<file path="config.mk">
export PLATFORM = sky130hd
export DESIGN_NAME = hbmd_ctrl
export DESIGN_NICKNAME = d
export VERILOG_FILES = /design/src/hbmd_pkg.sv /design/src/hbmd_ctrl.sv /design/src/hbmd_pwm_gen.sv
export SDC_FILE = /design/constraint.sdc
export NUM_CORES = 1
export LEC_CHECK = 0
export ABC_AREA = 1
export BUFFER_PORTS_ARGS = -buffer_cell sky130_fd_sc_hd__buf_2
export CAP_MARGIN = 10
export CELL_PAD_IN_SITES_DETAIL_PLACEMENT = 1
export CELL_PAD_IN_SITES_GLOBAL_PLACEMENT = 2
export CORE_MARGIN = 1
export CORE_UTILIZATION = 32
export DETAILED_ROUTE_END_ITERATION = 8
export HOLD_SLACK_MARGIN = 0.12
export PLACE_DENSITY_LB_ADDON = 0.1
export SETUP_SLACK_MARGIN = 0.15
export SKIP_LAST_GASP = 1
export SYNTH_ARGS = -nofsm -noshare
export SYNTH_HDL_FRONTEND = slang
export SYNTH_HIERARCHICAL = 1
export SYNTH_SLANG_ARGS = --single-unit
</file>
<file path="constraint.sdc">
create_clock -name clk -period 0.8 [get_ports clk]
set_input_delay 0.08 -clock clk [delete_from_list [all_inputs] [get_ports clk]]
set_output_delay 0.08 -clock clk [all_outputs]
set_load 0.03 [all_outputs]
</file>
<file path="src/hbmd_pkg.sv">
// Package of modes, encodings and timing constants for the H-bridge motor controller
`default_nettype none
package hbmd_pkg;
  // ==========================================================================
  // Command modes presented by the user side
  typedef enum logic [3:0] {
    HBMD_STOP    = 4'b0001,
    HBMD_FORWARD = 4'b0010,
    HBMD_REVERSE = 4'b0100,
    HBMD_BRAKE   = 4'b1000
  } hbmd_mode_t;

  // Speed schemes while modulating
  localparam logic [1:0] SCHEME_NONE = 2'h0;   // Steady levels, no modulation
  localparam logic [1:0] SCHEME_SLOW = 2'h1;   // Drive/stop, idle input held low
  localparam logic [1:0] SCHEME_FAST = 2'h2;   // Drive/brake, idle input held high

  // ==========================================================================
  // Clock and modulation timing
  localparam int CLK_HZ = 10_000_000;           // System clock rate
  localparam int PWM_MIN_HZ = 10_000;           // Lowest quiet modulation rate
  localparam int PWM_MAX_HZ = 50_000;           // Highest quiet modulation rate
  // Longest period in cycles (rounded down) and shortest (rounded up)
  localparam int PER_MAX_CYC = CLK_HZ / PWM_MIN_HZ;
  localparam int PER_MIN_CYC = (CLK_HZ + PWM_MAX_HZ - 1) / PWM_MAX_HZ;
  localparam int CNT_W = 10;                    // Width of period counter
  localparam logic [CNT_W-1:0] PER_MAX = CNT_W'(PER_MAX_CYC);
  localparam logic [CNT_W-1:0] PER_MIN = CNT_W'(PER_MIN_CYC);
  localparam logic [CNT_W-1:0] CNT_RST = 10'h000; // Counter after reset
  localparam logic [1:0] SYNC_RST = 2'h0;       // Reset synchroniser value
  localparam logic [2:0] PIN_SYNC_RST = 3'h0;   // Pin synchroniser value
endpackage
`default_nettype wire

</file>
<file path="src/hbmd_ctrl.sv">
// Controller driving the two control inputs of a two-input H-bridge driver
`default_nettype none
module hbmd_ctrl (
  // Clock and reset
  input wire logic clk,
  input wire logic arst_n,
  // User command
  input wire hbmd_pkg::hbmd_mode_t modeReq,
  input wire logic [1:0] schemeReq,
  input wire logic [hbmd_pkg::CNT_W-1:0] periodReq,
  input wire logic [hbmd_pkg::CNT_W-1:0] dutyReq,
  // Fault pin from the bridge side (asynchronous)
  input wire logic faultPin,
  // Bridge control pins
  output logic firstControlInput,
  output logic secondControlInput,
  // Status
  output logic faultSeen,
  output logic periodClamped
);
  import hbmd_pkg::*;

  // ==========================================================================
  // Reset release
  logic [1:0] rstSync_ff;   // Two-stage reset release
  logic rstSync_n;          // Synchronised reset
  always_ff @(posedge clk or negedge arst_n) begin
    if (!arst_n) begin
      rstSync_ff <= SYNC_RST;
    end else begin
      rstSync_ff <= {rstSync_ff[0], 1'b1};
    end
  end
  assign rstSync_n = rstSync_ff[1];

  // ==========================================================================
  // Fault pin synchroniser, change accepted when stages two and three agree
  logic [2:0] faultSync_ff;  // Three-stage pin capture
  logic faultLvl_ff;         // Accepted fault level
  logic nxt_faultLvl;
  assign nxt_faultLvl = (faultSync_ff[1] == faultSync_ff[2]) ? faultSync_ff[2] : faultLvl_ff;
  always_ff @(posedge clk or negedge rstSync_n) begin
    if (!rstSync_n) begin
      faultSync_ff <= PIN_SYNC_RST;
      faultLvl_ff <= 1'b0;
    end else begin
      faultSync_ff <= {faultSync_ff[1:0], faultPin};
      faultLvl_ff <= nxt_faultLvl;
    end
  end

  // ==========================================================================
  // Period limits for quiet operation
  logic [CNT_W-1:0] perEff;    // Clamped period
  logic [CNT_W-1:0] perLo;     // Lower bound, PER_MIN for both schemes
  logic [CNT_W-1:0] dutyEff;   // Clamped duty
  logic clampHit;              // Requested period outside range
  // Drive/brake must not go too slow; drive/stop must not go too fast
  assign perLo = PER_MIN;
  assign perEff = (periodReq > PER_MAX) ? PER_MAX :
                  (periodReq < perLo) ? perLo : periodReq;
  assign clampHit = (schemeReq == SCHEME_SLOW || schemeReq == SCHEME_FAST) &&
                    (perEff != periodReq);
  assign dutyEff = (dutyReq > perEff) ? perEff : dutyReq;

  // ==========================================================================
  // Modulation source
  logic pwmOn;  // Drive phase of modulation
  hbmd_pwm_gen u_pwm (
    .clk(clk),
    .rstSync_n(rstSync_n),
    .period(perEff),
    .duty(dutyEff),
    .pwmOn(pwmOn)
  );

  // ==========================================================================
  // Pin level decode
  logic baseFirst;     // Steady first level
  logic baseSecond;    // Steady second level
  logic nxtFirst;
  logic nxtSecond;
  logic modActive;     // Modulating forward or reverse
  logic idleLvl;       // Level of the held input
  always_comb begin
    baseFirst = 1'b0;
    baseSecond = 1'b0;
    unique case (modeReq)
      HBMD_STOP: begin
        baseFirst = 1'b0;
        baseSecond = 1'b0;
      end
      HBMD_FORWARD: begin
        baseFirst = 1'b1;
        baseSecond = 1'b0;
      end
      HBMD_REVERSE: begin
        baseFirst = 1'b0;
        baseSecond = 1'b1;
      end
      HBMD_BRAKE: begin
        baseFirst = 1'b1;
        baseSecond = 1'b1;
      end
      default: begin
        baseFirst = 1'b0;
        baseSecond = 1'b0;
      end
    endcase
  end
  assign modActive = (schemeReq == SCHEME_SLOW || schemeReq == SCHEME_FAST) &&
                     (modeReq == HBMD_FORWARD || modeReq == HBMD_REVERSE);
  // Held input low for drive/stop, high for drive/brake
  assign idleLvl = (schemeReq == SCHEME_FAST);
  // Pulsed input: fast decay inverts the pulse so the on-phase drives the motor
  logic pulseLvl;    // Level of the pulsed input
  assign pulseLvl = idleLvl ? ~pwmOn : pwmOn;
  // Which input pulses. Slow decay pulses the input that goes high for the
  // direction; fast decay holds that one high and pulses the other low, so the
  // on-phase is forward or reverse and the off-phase brakes.
  logic pulseFirst;  // First input is the pulsed one
  assign pulseFirst = (modeReq == HBMD_FORWARD) ^ idleLvl;
  // A reported fault stops the bridge until the device recovers on its own
  assign nxtFirst = faultLvl_ff ? 1'b0 :
                    !modActive ? baseFirst :
                    pulseFirst ? pulseLvl : idleLvl;
  assign nxtSecond = faultLvl_ff ? 1'b0 :
                     !modActive ? baseSecond :
                     !pulseFirst ? pulseLvl : idleLvl;

  // ==========================================================================
  // Output registers; the bridge reacts to these levels directly
  always_ff @(posedge clk or negedge rstSync_n) begin
    if (!rstSync_n) begin
      firstControlInput <= 1'b0;
      secondControlInput <= 1'b0;
      faultSeen <= 1'b0;
      periodClamped <= 1'b0;
    end else begin
      firstControlInput <= nxtFirst;
      secondControlInput <= nxtSecond;
      faultSeen <= faultLvl_ff;
      periodClamped <= clampHit;
    end
  end

  // ==========================================================================
  // Checks
  // Steady decode follows the mode one cycle later
  AST_STOP: assert property (@(posedge clk) disable iff (!rstSync_n)
    (modeReq == HBMD_STOP && !faultLvl_ff) |=> (!firstControlInput && !secondControlInput))
    else $error("stop mode did not release both inputs");
  AST_FWD: assert property (@(posedge clk) disable iff (!rstSync_n)
    (modeReq == HBMD_FORWARD && schemeReq == SCHEME_NONE && !faultLvl_ff)
    |=> (firstControlInput && !secondControlInput))
    else $error("forward levels wrong");
  AST_REV: assert property (@(posedge clk) disable iff (!rstSync_n)
    (modeReq == HBMD_REVERSE && schemeReq == SCHEME_NONE && !faultLvl_ff)
    |=> (!firstControlInput && secondControlInput))
    else $error("reverse levels wrong");
  AST_BRAKE: assert property (@(posedge clk) disable iff (!rstSync_n)
    (modeReq == HBMD_BRAKE && schemeReq == SCHEME_NONE && !faultLvl_ff)
    |=> (firstControlInput && secondControlInput))
    else $error("brake levels wrong");
  AST_SLOW_HOLD: assert property (@(posedge clk) disable iff (!rstSync_n)
    (modeReq == HBMD_FORWARD && schemeReq == SCHEME_SLOW && !faultLvl_ff)
    |=> (!secondControlInput && firstControlInput == $past(pwmOn)))
    else $error("slow decay held input not low");
  // Fast decay in reverse holds the second input high and pulses the first
  AST_FAST_HOLD: assert property (@(posedge clk) disable iff (!rstSync_n)
    (modeReq == HBMD_REVERSE && schemeReq == SCHEME_FAST && !faultLvl_ff)
    |=> (secondControlInput && firstControlInput == !$past(pwmOn)))
    else $error("fast decay held input not high");
  AST_PERIOD: assert property (@(posedge clk) disable iff (!rstSync_n)
    (perEff >= PER_MIN && perEff <= PER_MAX))
    else $error("modulation period outside quiet range");
  // Fault blanks the bridge and recovery restores the mode
  AST_FAULT: assert property (@(posedge clk) disable iff (!rstSync_n)
    faultLvl_ff |=> (!firstControlInput && !secondControlInput && faultSeen))
    else $error("fault did not stop bridge");
  AST_RECOVER: assert property (@(posedge clk) disable iff (!rstSync_n)
    ($fell(faultLvl_ff) && modeReq == HBMD_BRAKE && schemeReq == SCHEME_NONE)
    |=> (firstControlInput && secondControlInput))
    else $error("no recovery after fault cleared");
  // Modulated levels in the other direction of each scheme
  AST_SLOW_REV: assert property (@(posedge clk) disable iff (!rstSync_n)
    (modeReq == HBMD_REVERSE && schemeReq == SCHEME_SLOW && !faultLvl_ff)
    |=> (!firstControlInput && secondControlInput == $past(pwmOn)))
    else $error("slow decay reverse levels wrong");
  AST_FAST_FWD: assert property (@(posedge clk) disable iff (!rstSync_n)
    (modeReq == HBMD_FORWARD && schemeReq == SCHEME_FAST && !faultLvl_ff)
    |=> (firstControlInput && secondControlInput == !$past(pwmOn)))
    else $error("fast decay forward levels wrong");
  // Out-of-range request while modulating raises the flag a cycle later
  AST_CLAMP_FLAG: assert property (@(posedge clk) disable iff (!rstSync_n)
    ((schemeReq == SCHEME_SLOW || schemeReq == SCHEME_FAST) &&
     (periodReq < PER_MIN || periodReq > PER_MAX)) |=> periodClamped)
    else $error("out of range period not flagged");
  // Steady levels never raise the flag
  AST_CLAMP_IDLE: assert property (@(posedge clk) disable iff (!rstSync_n)
    (schemeReq == SCHEME_NONE) |=> !periodClamped)
    else $error("period flag raised without modulation");
  // An illegal mode code leaves both inputs low
  AST_ILLEGAL: assert property (@(posedge clk) disable iff (!rstSync_n)
    (!$onehot(modeReq) && !faultLvl_ff) |=> (!firstControlInput && !secondControlInput))
    else $error("illegal mode did not stop bridge");
endmodule
`default_nettype wire

</file>
<file path="src/hbmd_pwm_gen.sv">
// Period and duty generator for the motor modulation
`default_nettype none
module hbmd_pwm_gen (
  // Clock and reset
  input wire logic clk,
  input wire logic rstSync_n,
  // Period and duty
  input wire logic [hbmd_pkg::CNT_W-1:0] period,
  input wire logic [hbmd_pkg::CNT_W-1:0] duty,
  // Modulation output
  output logic pwmOn
);
  import hbmd_pkg::*;

  // ==========================================================================
  // Counter
  logic [CNT_W-1:0] cnt_ff;     // Position in period
  logic [CNT_W-1:0] nxt_cnt;    // Next position
  logic wrap;                   // Last cycle of period
  logic on_ff;                  // Registered drive phase
  assign wrap = (cnt_ff >= period - 10'h001);
  assign nxt_cnt = wrap ? CNT_RST : cnt_ff + 10'h001;

  // Count through each period
  always_ff @(posedge clk or negedge rstSync_n) begin
    if (!rstSync_n) begin
      cnt_ff <= CNT_RST;
      on_ff <= 1'b0;
    end else begin
      cnt_ff <= nxt_cnt;
      on_ff <= (nxt_cnt < duty);
    end
  end
  assign pwmOn = on_ff;
endmodule
`default_nettype wire

</file>
==> impl_metrics.yaml, run 1 <==
timing:
  rsz0062_at_grt: "true"
  holdWs_ps: 125
  period_needed_ps: 3020
  tns_ps: -18250
  fmax_ghz: 0.331
  hold_viol: 0
  fin_skew_ps: 5.02
  timing.final.ws_setup_ps: -2220
  slew_violations: 0
  finalSetupViolations: 19
  finalCritPeriodShare_pct: 377
synthesis:
  synth_area_leaders: "dfrtp_1, ha_1, nand2_1, inv_1, nor2_2"
  syn_nets: 375
  ys_seq_area_share_pct: 23.8
  ys_warn_count: 6
  synth_commonest_cells: "nand2_1, inv_1, ha_1"
  syn_area_mm2: 0.00221
  synthCells: 314
  synth_seq_cells: 21
  synthDistinctLibCells: 36
  yosysMostFrequentCell: "nand2_1"
  synth_top_area_share_pct: 23.8
  synthArstFlopShare_pct: 100
  synth_edf_count: 0
  yosysTopAreaCell: "dfrtp_1"
  synth-main-ff-cell: "dfrtp_1"
  avgSynthCellArea_um2: 7.04
global_routing:
  first_global_vias: 2362
  busiest_layer: "met2"
  grt_use_met3_pct: 0.973
  grt_pass1_wl_mm: 10.7
  gr-total-overflow: 0
  antenna_found_initial: 0
  grt_use_met1_pct: 23.6
  grt_max_degree: 20
  use_met2_pct: 35.0
  grt_usage_pct: 18.6
worst_setup_path:
  start_kind: "input port"
  cp_max_fo: 7
  critical_path.endpoint: "u_pwm/pwmOn"
  r2r_start: "u_pwm/cnt_ff[9]"
  path_class: "in2reg"
  crit_start: "periodReq[4]"
  cp-end-kind: "register"
  arrival_ps: 3210
  r2r_cells: 10
  ff2ff_setup_slack_ps: -1490
  cp.required_ps: 990
  rr_endpoint: "u_pwm/pwmOn"
finish:
  largest_reg_flops: 10
  stdcell_count: 498
  largest_registers: "u_pwm/cnt_ff x10, faultSync_ff x3, rstSync_ff x2"
  fin_area_mm2: 0.00333
  utilization_pct: 51.3
  regMostFlops: "u_pwm/cnt_ff"
  nets: 483
  drive_gt1_share_pct: 40.4
  fill_cells: 842
  areaGrowthSynthToFinish_pct: 50.7
  diodes: 0
routing:
  drt_iter0_drc: 35
  wl_per_cell_um: 12.5
  first_pass_iters: 4
  antenna_left: 0
  vias_per_cell: 4.51
  routed_wl_mm: 6.20
  drc: 0
  vias: 2246
clocking:
  path_clk_slew_ps: 80
  cts_tree: "yes"
  cts_max_path_buffers: 2
  htree_levels: 1
  cts.sinks: 21
  cts_buffers: 3
  clk_latency_ps: 260
  cts_root_buf: "clkbuf_8"
floorplan:
  die_area_mm2: 0.00725
  core_mm2: 0.00649
  rows: 29
  start_util_pct: 34.0
  die_x_um: 85.1
  die_h_um: 85.1
  ioPinCount: 33
outcome:
  violations: "negative setup slack"
  status: "finished with violations"
min_path:
  hold_path_class: "in2async"
place:
  gp_congestion: 0.794
  dp_slack_ps: -2600
  placed_area_mm2: 0.00298
  io_buffers: 32
  dp_hpwl_mm: 5.33
  dp_cells: 479
pwr:
  p_sw_mw: 2.50
  comb_power_share_pct: 63.7
  leakagePower_nw: 1.86
  power.share.sequential_pct: 24.6
  powerDensity_mw_per_mm2: 1780
  p_total_mw: 5.94
  clkPwrFrac_pct: 11.7
  intPower_mw: 3.45
  peakVddDrop_v: 0.000647
  power_switching_share_pct: 42.0
job:
  cap_violations: 0
-- power groups by stage --
stage,Clock (mW),Combinational (mW),Sequential (mW)
floorplan,0,1.86,1.52
global placement,0,3.23,1.48
detailed placement,0,3.33,1.48
CTS,0.720,3.67,1.46
global route,0.758,4.27,1.50
finish,0.696,3.79,1.46
-- final cells by class --
class	instances	area (um^2)	area share, %
Sequential cell	21	526	15.8
Multi-Input combinational cell	221	1570	47.1
Tap cell	77	96.3	2.89
Clock buffer	3	41.3	1.24
Timing Repair Buffer	107	837	25.1
Clock inverter	1	5.00	0.150
Inverter	68	258	7.74
-- cells in the final DEF, fill, tap and decap left out, types with 2 or more instances in the layout --
master / count
nand2_1: 69
buf_4: 64
inv_1: 63
ha_1: 32
buf_2: 24
dfrtp_1: 21
nor2_1: 13
buf_6: 13
nand3_1: 12
nand2_2: 11
nor2_4: 10
nor2_2: 9
nand3_2: 9
a21oi_1: 9
nand4_1: 6
xor2_1: 5
nor3_1: 5
xnor2_1: 4
nand2_4: 3
inv_2: 3
a21oi_2: 3
clkbuf_8: 3
nor3_4: 3
dlygate4sd3_1: 2
buf_8: 2
buf_12: 2
-- critical path, cell delays in order --
cell and delay [ps]:
buf_8 100, nor2_4 140, nand2_2 60, nand2_2 80
nand2_4 70, nand2_2 80, nor2_4 50, nor2_2 90
nand2_2 70, nor2_2 90, nand2_2 80, nor3_4 140
nand2_2 60, nor2_2 90, xnor2_1 140, ha_1 280
a21o_1 210, nor2_4 110, nand3_4 140, buf_6 170
nor3_4 150, ha_1 270, a21oi_1 180, o221ai_1 120
a21oi_1 130
-- worst min path at each step --
stage,startpoint,end,cells past startpoint,slack (ps)
after global routing,arst_n,rstSync_ff[0],2,130
final,arst_n,rstSync_ff[0],2,120
after global placement,arst_n,rstSync_ff[1],1,-140
after detailed placement,arst_n,rstSync_ff[1],1,-130
after CTS,arst_n,rstSync_ff[0],2,120
after floorplan,arst_n,rstSync_ff[0],0,-220
-- logic make-up (layout without fill, tap and decap cells) --
logic type               count (synthesis)  in the layout  share of synthesized area, %
AO/OA/AOI/OAI                           19             19                          4.92
XOR/XNOR                                 9              9                          3.57
adder cells (fa/ha/maj)                 33             33                          18.6
buffers and inverters                   72            179                          12.7
flip-flops                              21             21                          23.8
other                                    1              1                         0.170
AND/OR/NAND/NOR                        159            159                          36.3
-- metal layers --
metal	wire length, um	vias to the layer above	part of all wire [%]
met1	2970	1033	48
met2	3160	19	51
met3	52	2	0.84
met5	0	-	0
li1	-	1192	-
met4	22	0	0.35
-- timing repair --
action | in CTS | in global routing
cloned | 0 | 0
hold endpoints to repair | 3 | 0
setup endpoints to repair | 19 | 20
resized for setup | 28 | 22
pin swaps | 8 | 7
hold buffers | 2 | 0
buffers inserted | 9 | 4
No activity file was read; power rests on OpenSTA's default activity.
==> inputs of run 2 (changes only) <==
Settings changed: PLACE_DENSITY_LB_ADDON 0.1 to 0.3.
==> run 2 against run 1 <==
  * Critical path type unchanged
  * Highest routed layer unchanged
  * Clock power up 1%
  * Sequential share of layout area down 0.45 points
  * The run still ends with negative setup slack left
  * Largest power group unchanged
  * Worst setup slack worse by 230 ps
  * Worst hold slack worse by 2.1 ps
==> impl_metrics.yaml, run 2 (synthesis results as in run 1) <==
global_routing:
  grt_pass1_wl_mm: 11.4
  grt_usage_pct: 19.9
  gr-total-overflow: 0
  first_global_vias: 2468
  antenna_found_initial: 0
  grt_max_degree: 20
worst_setup_path:
  ff2ff_setup_slack_ps: -1840
  r2r_start: "u_pwm/cnt_ff[0]"
  path_class: "in2reg"
  cp_max_fo: 7
  cp-end-kind: "register"
  path_common_cell: "nand2_2"
  cp_slowest_cell: "ha_1"
  start_kind: "input port"
  cp.required_ps: 990
  worst-path-buf-inv: 1
  crit_family: "simple AND/OR/NAND/NOR gates"
  cp_slowest_stage_delay_ps: 330
  crit_start: "periodReq[4]"
  arrival_ps: 3430
timing:
  timing.final.ws_setup_ps: -2440
  tightest_slew_ps: 569
  fmax_ghz: 0.308
  finalCritPeriodShare_pct: 405
  period_needed_ps: 3240
  fin_skew_ps: 5.35
  finalSetupViolations: 18
  hold_viol: 0
  slew_headroom_pct: 61.7
  rsz0062_at_grt: "true"
  slew_violations: 0
routing:
  top_layer: "met4"
  antenna_left: 0
  wl_met1_mm: 3.21
  vias_per_cell: 4.67
  vias: 2339
  met2_length_mm: 3.93
  wl_per_cell_um: 14.7
  met3WireLength_um: 100
  drt_iter0_drc: 51
  drc: 0
  first_pass_iters: 4
  routed_wl_mm: 7.36
clocking:
  cts_max_path_buffers: 2
  cts_tree: "yes"
  cts_root_buf: "clkbuf_8"
  cts_buffers: 3
  path_clk_slew_ps: 80
  clk_latency_ps: 270
  htree_levels: 1
  cts.sinks: 21
finish:
  largest_reg_flops: 10
  fin_area_mm2: 0.00343
  largest_registers: "u_pwm/cnt_ff x10, faultSync_ff x3, rstSync_ff x2"
  diodes: 0
  regMostFlops: "u_pwm/cnt_ff"
  nets: 486
  areaGrowthSynthToFinish_pct: 55.1
  utilization_pct: 52.8
  layout_common_cells: "nand2_1, buf_4, inv_1, ha_1, buf_2"
  final_common_cell: "nand2_1"
  drive_gt1_share_pct: 43.9
place:
  io_buffers: 32
  placed_area_mm2: 0.00296
  gp_congestion: 0.772
  dp_slack_ps: -2610
  dp_hpwl_mm: 5.39
outcome:
  status: "finished with violations"
  violations: "negative setup slack"
pwr:
  peakVddDrop_v: 0.000681
  p_total_mw: 6.84
  powerDensity_mw_per_mm2: 1990
  leakagePower_nw: 1.89
job:
  cap_violations: 0
floorplan:
  die_h_um: 85.1
  start_util_pct: 34.0
  die_x_um: 85.1
  core_mm2: 0.00649
  ioPinCount: 33
  rows: 29
  die_area_mm2: 0.00725
min_path:
  hold_path_class: "in2async"
[run 2: cell count changes in the layout (fill, tap and decap cells not counted), sizes merged]
cell    delta
buf        +3
clkinv     -1
inv        +1
[run 2: power breakdown]
group | switching (mW) | internal (mW) | total, mW
sequential | 0.190 | 1.29 | 1.48
combinational | 2.35 | 2.30 | 4.65
clock | 0.359 | 0.348 | 0.706
[run 2: cell type report]
cell class / instances / area [um^2]
fill: 817 / 3070
multi-input combinational: 221 / 1640
timing repair buffer: 110 / 863
sequential: 21 / 526
inverter: 68 / 258
tap: 77 / 96.3
clock buffer: 3 / 41.3
clock inverter: 1 / 5.00
[run 2: timing repair]
action | in CTS | in global routing
setup buffers | 13 | 6
endpoints found under the setup margin | 19 | 20
pin swaps | 15 | 9
hold endpoints to repair | 3 | 0
resized for setup | 45 | 19
hold buffers | 2 | 0
[run 2: routing by layer]
layer | GRT usage, % | vias to the layer above
met3 | 0.486 | 10
met4 | 5.55 | 0
met2 | 38.0 | 32
li1 | - | 1202
met1 | 24.2 | 1095
met5 | 0 | -
[run 2: final timing paths]
check                      cells after the start         endpoint
hold reg to reg                                1  u_pwm/cnt_ff[9]
setup / recovery                              25      u_pwm/pwmOn
hold / removal                                 2    rstSync_ff[0]
setup reg to reg                              12      u_pwm/pwmOn
max in group asynchronous                      1  faultSync_ff[0]
min in group clk                               4    periodClamped
[run 2: worst register-to-register path, delay by kind of cell, from the launching register on]
family	cells	cell delay [ps]
DFF	1	360
adders and majority gates	2	450
buffers and inverters	2	290
AOI/OAI and AO/OA	2	380
and+or+nand+nor	6	1040
[run 2: per-stage QoR]
stage	hold WS (ps)	instances	TNS [ps]
2_1_floorplan	-216	314	-16400
3_3_place_gp	-132	476	-20670
3_5_place_dp	-131	476	-21440
4_1_cts	125	495	-18570
5_1_grt	148	501	-22020
6_report	123	501	-19680
==> inputs of run 3 (changes only) <==
Clock period 0.8 ns to 3.2 ns, I/O delays scaled along.
==> run 3 against run 2 <==
  * The run still ends with negative setup slack left
  * Register-to-register slack improved by 2600 ps
  * Worst hold slack improved by 41 ps
  * Sequential share of layout area grew 2.6 points
  * Clock skew is 0.79 ps lower
  * Critical path type unchanged
==> impl_metrics.yaml, run 3 (synthesis results as in run 1) <==
routing:
  first_pass_iters: 4
  vias_per_cell: 4.65
  wl_per_cell_um: 13.0
  drt_iter0_drc: 53
  drc: 0
  vias: 2167
  antenna_left: 0
  routed_wl_mm: 6.04
timing:
  tightest_slew_ps: 750
  slew_headroom_pct: 50.0
  rsz0062_at_grt: "true"
  fmax_ghz: 0.295
  slew_violations: 0
  tns_ps: -188
  hold_viol: 0
  period_needed_ps: 3390
  fin_skew_ps: 4.56
  timing.final.ws_setup_ps: -188
  finalSetupViolations: 1
  finalCritPeriodShare_pct: 106
finish:
  nets: 451
  layout_common_cells: "nand2_1, inv_1, buf_4, buf_2, ha_1"
  regMostFlops: "u_pwm/cnt_ff"
  diodes: 0
  areaGrowthSynthToFinish_pct: 32.8
  final_common_cell: "nand2_1"
  largest_reg_flops: 10
  largest_registers: "u_pwm/cnt_ff x10, faultSync_ff x3, rstSync_ff x2"
  fill_cells: 849
  drive_gt1_share_pct: 33.9
worst_setup_path:
  cp_max_fo: 4
  crit_start: "periodReq[3]"
  path_class: "in2reg"
  arrival_ps: 3580
  worst-path-buf-inv: 5
  cp_slowest_stage_delay_ps: 270
  crit_family: "simple AND/OR/NAND/NOR gates"
  start_kind: "input port"
  cp.required_ps: 3390
  r2r_start: "u_pwm/cnt_ff[5]"
  cp_slowest_cell: "ha_1"
  cp-end-kind: "register"
global_routing:
  grt_usage_pct: 18.1
  first_global_vias: 2299
  grt_use_met3_pct: 0.681
  antenna_found_initial: 0
  use_met2_pct: 33.7
  grt_max_degree: 20
  grt_pass1_wl_mm: 10.5
  grt_use_met1_pct: 23.3
  gr-total-overflow: 0
  busiest_layer: "met2"
clocking:
  cts_tree: "yes"
  cts_max_path_buffers: 2
  cts.sinks: 21
  htree_levels: 1
  path_clk_slew_ps: 80
  cts_buffers: 3
  cts_root_buf: "clkbuf_8"
  clk_latency_ps: 260
floorplan:
  die_area_mm2: 0.00725
  core_mm2: 0.00649
  start_util_pct: 34.0
  die_x_um: 85.1
  die_h_um: 85.1
  ioPinCount: 33
  rows: 29
min_path:
  hold_path_class: "in2reg"
  hold_path_startpoint: "faultPin"
job:
  cap_violations: 0
pwr:
  p_sw_uw: 590
  power_switching_share_pct: 44.3
  clkPwrFrac_pct: 13.2
  peakVddDrop_v: 0.000193
  powerDensity_mw_per_mm2: 453
  comb_power_share_pct: 57.3
  power.share.sequential_pct: 29.5
  intPower_uw: 740
  leakagePower_nw: 1.66
outcome:
  violations: "negative setup slack"
  status: "finished with violations"
place:
  io_buffers: 32
  dp_hpwl_mm: 5.23
  dp_slack_ps: -547
  gp_congestion: 0.773
==> run 3: cell count changes in the layout (fill, tap and decap cells not counted), sizes merged <==
| cell | before | now |
|---|---|---|
| inv | 68 | 67 |
| clkinv | 1 | 2 |
| buf | 108 | 74 |
| dlygate4sd3 | 2 | 1 |
==> run 3: metal layers <==
layer / wire length, um / vias up
met5: 0 / -
met4: 56 / 0
met3: 76 / 5
met2: 3070 / 27
met1: 2840 / 1006
li1: - / 1129
==> run 3: worst paths after layout <==
check                           cells after the start  slack [ps]               to
worst min register to register                      0         310  u_pwm/cnt_ff[5]
min in group asynchronous                           0         310  u_pwm/cnt_ff[5]
worst max register to register                     14         710      u_pwm/pwmOn
worst min-delay path                                1         160  faultSync_ff[0]
max in group asynchronous                           0        2420  faultSync_ff[2]
worst max-delay path                               26        -190      u_pwm/pwmOn
==> run 3: area by class of cell <==
cell class	instances	area (um^2)	share of cell area [%]
clock buffer	3	41.3	1.41
multi-input combinational	221	1510	51.6
sequential	21	526	17.9
tap	77	96.3	3.28
clock inverter	1	5.00	0.171
timing repair buffer	75	498	17.0
inverter	68	255	8.70
==> run 3: per-stage QoR <==
stage          utilization [%]  instance area [um^2]  power [mW]  hold slack, ps  cells
6_report                  45.2                  2940        1.33             164    466
5_1_grt                   45.2                  2940        1.46             161    466
4_1_cts                   44.2                  2870        1.31             162    464
3_5_place_dp              42.6                  2760        1.10             107    457
3_3_place_gp              42.6                  2760        1.08             107    457
2_1_floorplan                -                  2240       0.835            24.4    314
==> run 3: power groups by stage <==
| stage | Combinational, mW | Clock (mW) | Sequential, mW |
|---|---|---|---|
| floorplan | 0.457 | 0 | 0.378 |
| global placement | 0.679 | 0 | 0.396 |
| detailed placement | 0.702 | 0 | 0.397 |
| CTS | 0.737 | 0.177 | 0.393 |
| global route | 0.866 | 0.192 | 0.404 |
| finish | 0.763 | 0.175 | 0.393 |
==> run 3: worst reg2reg max path: stages (launching register included) <==
cell and delay [ps]:
dfrtp_1 460, ha_1 340, nand2_1 80, inv_1 40, nand2_1 60, nand2_1 70
nand2_2 100, nand3_4 100, buf_4 160, nor3b_4 260, ha_4 250, a21oi_1 140
o21a_1 130, o221ai_1 100, a21oi_1 130
==> run 3: timing repair <==
action / in CTS / in global routing
hold endpoints to repair: 2 / 0
setup endpoints to repair: 1 / 1
pin swaps: 5 / 10
gates resized for setup: 7 / 13
setup buffers: 2 / 2
hold buffers: 1 / 0
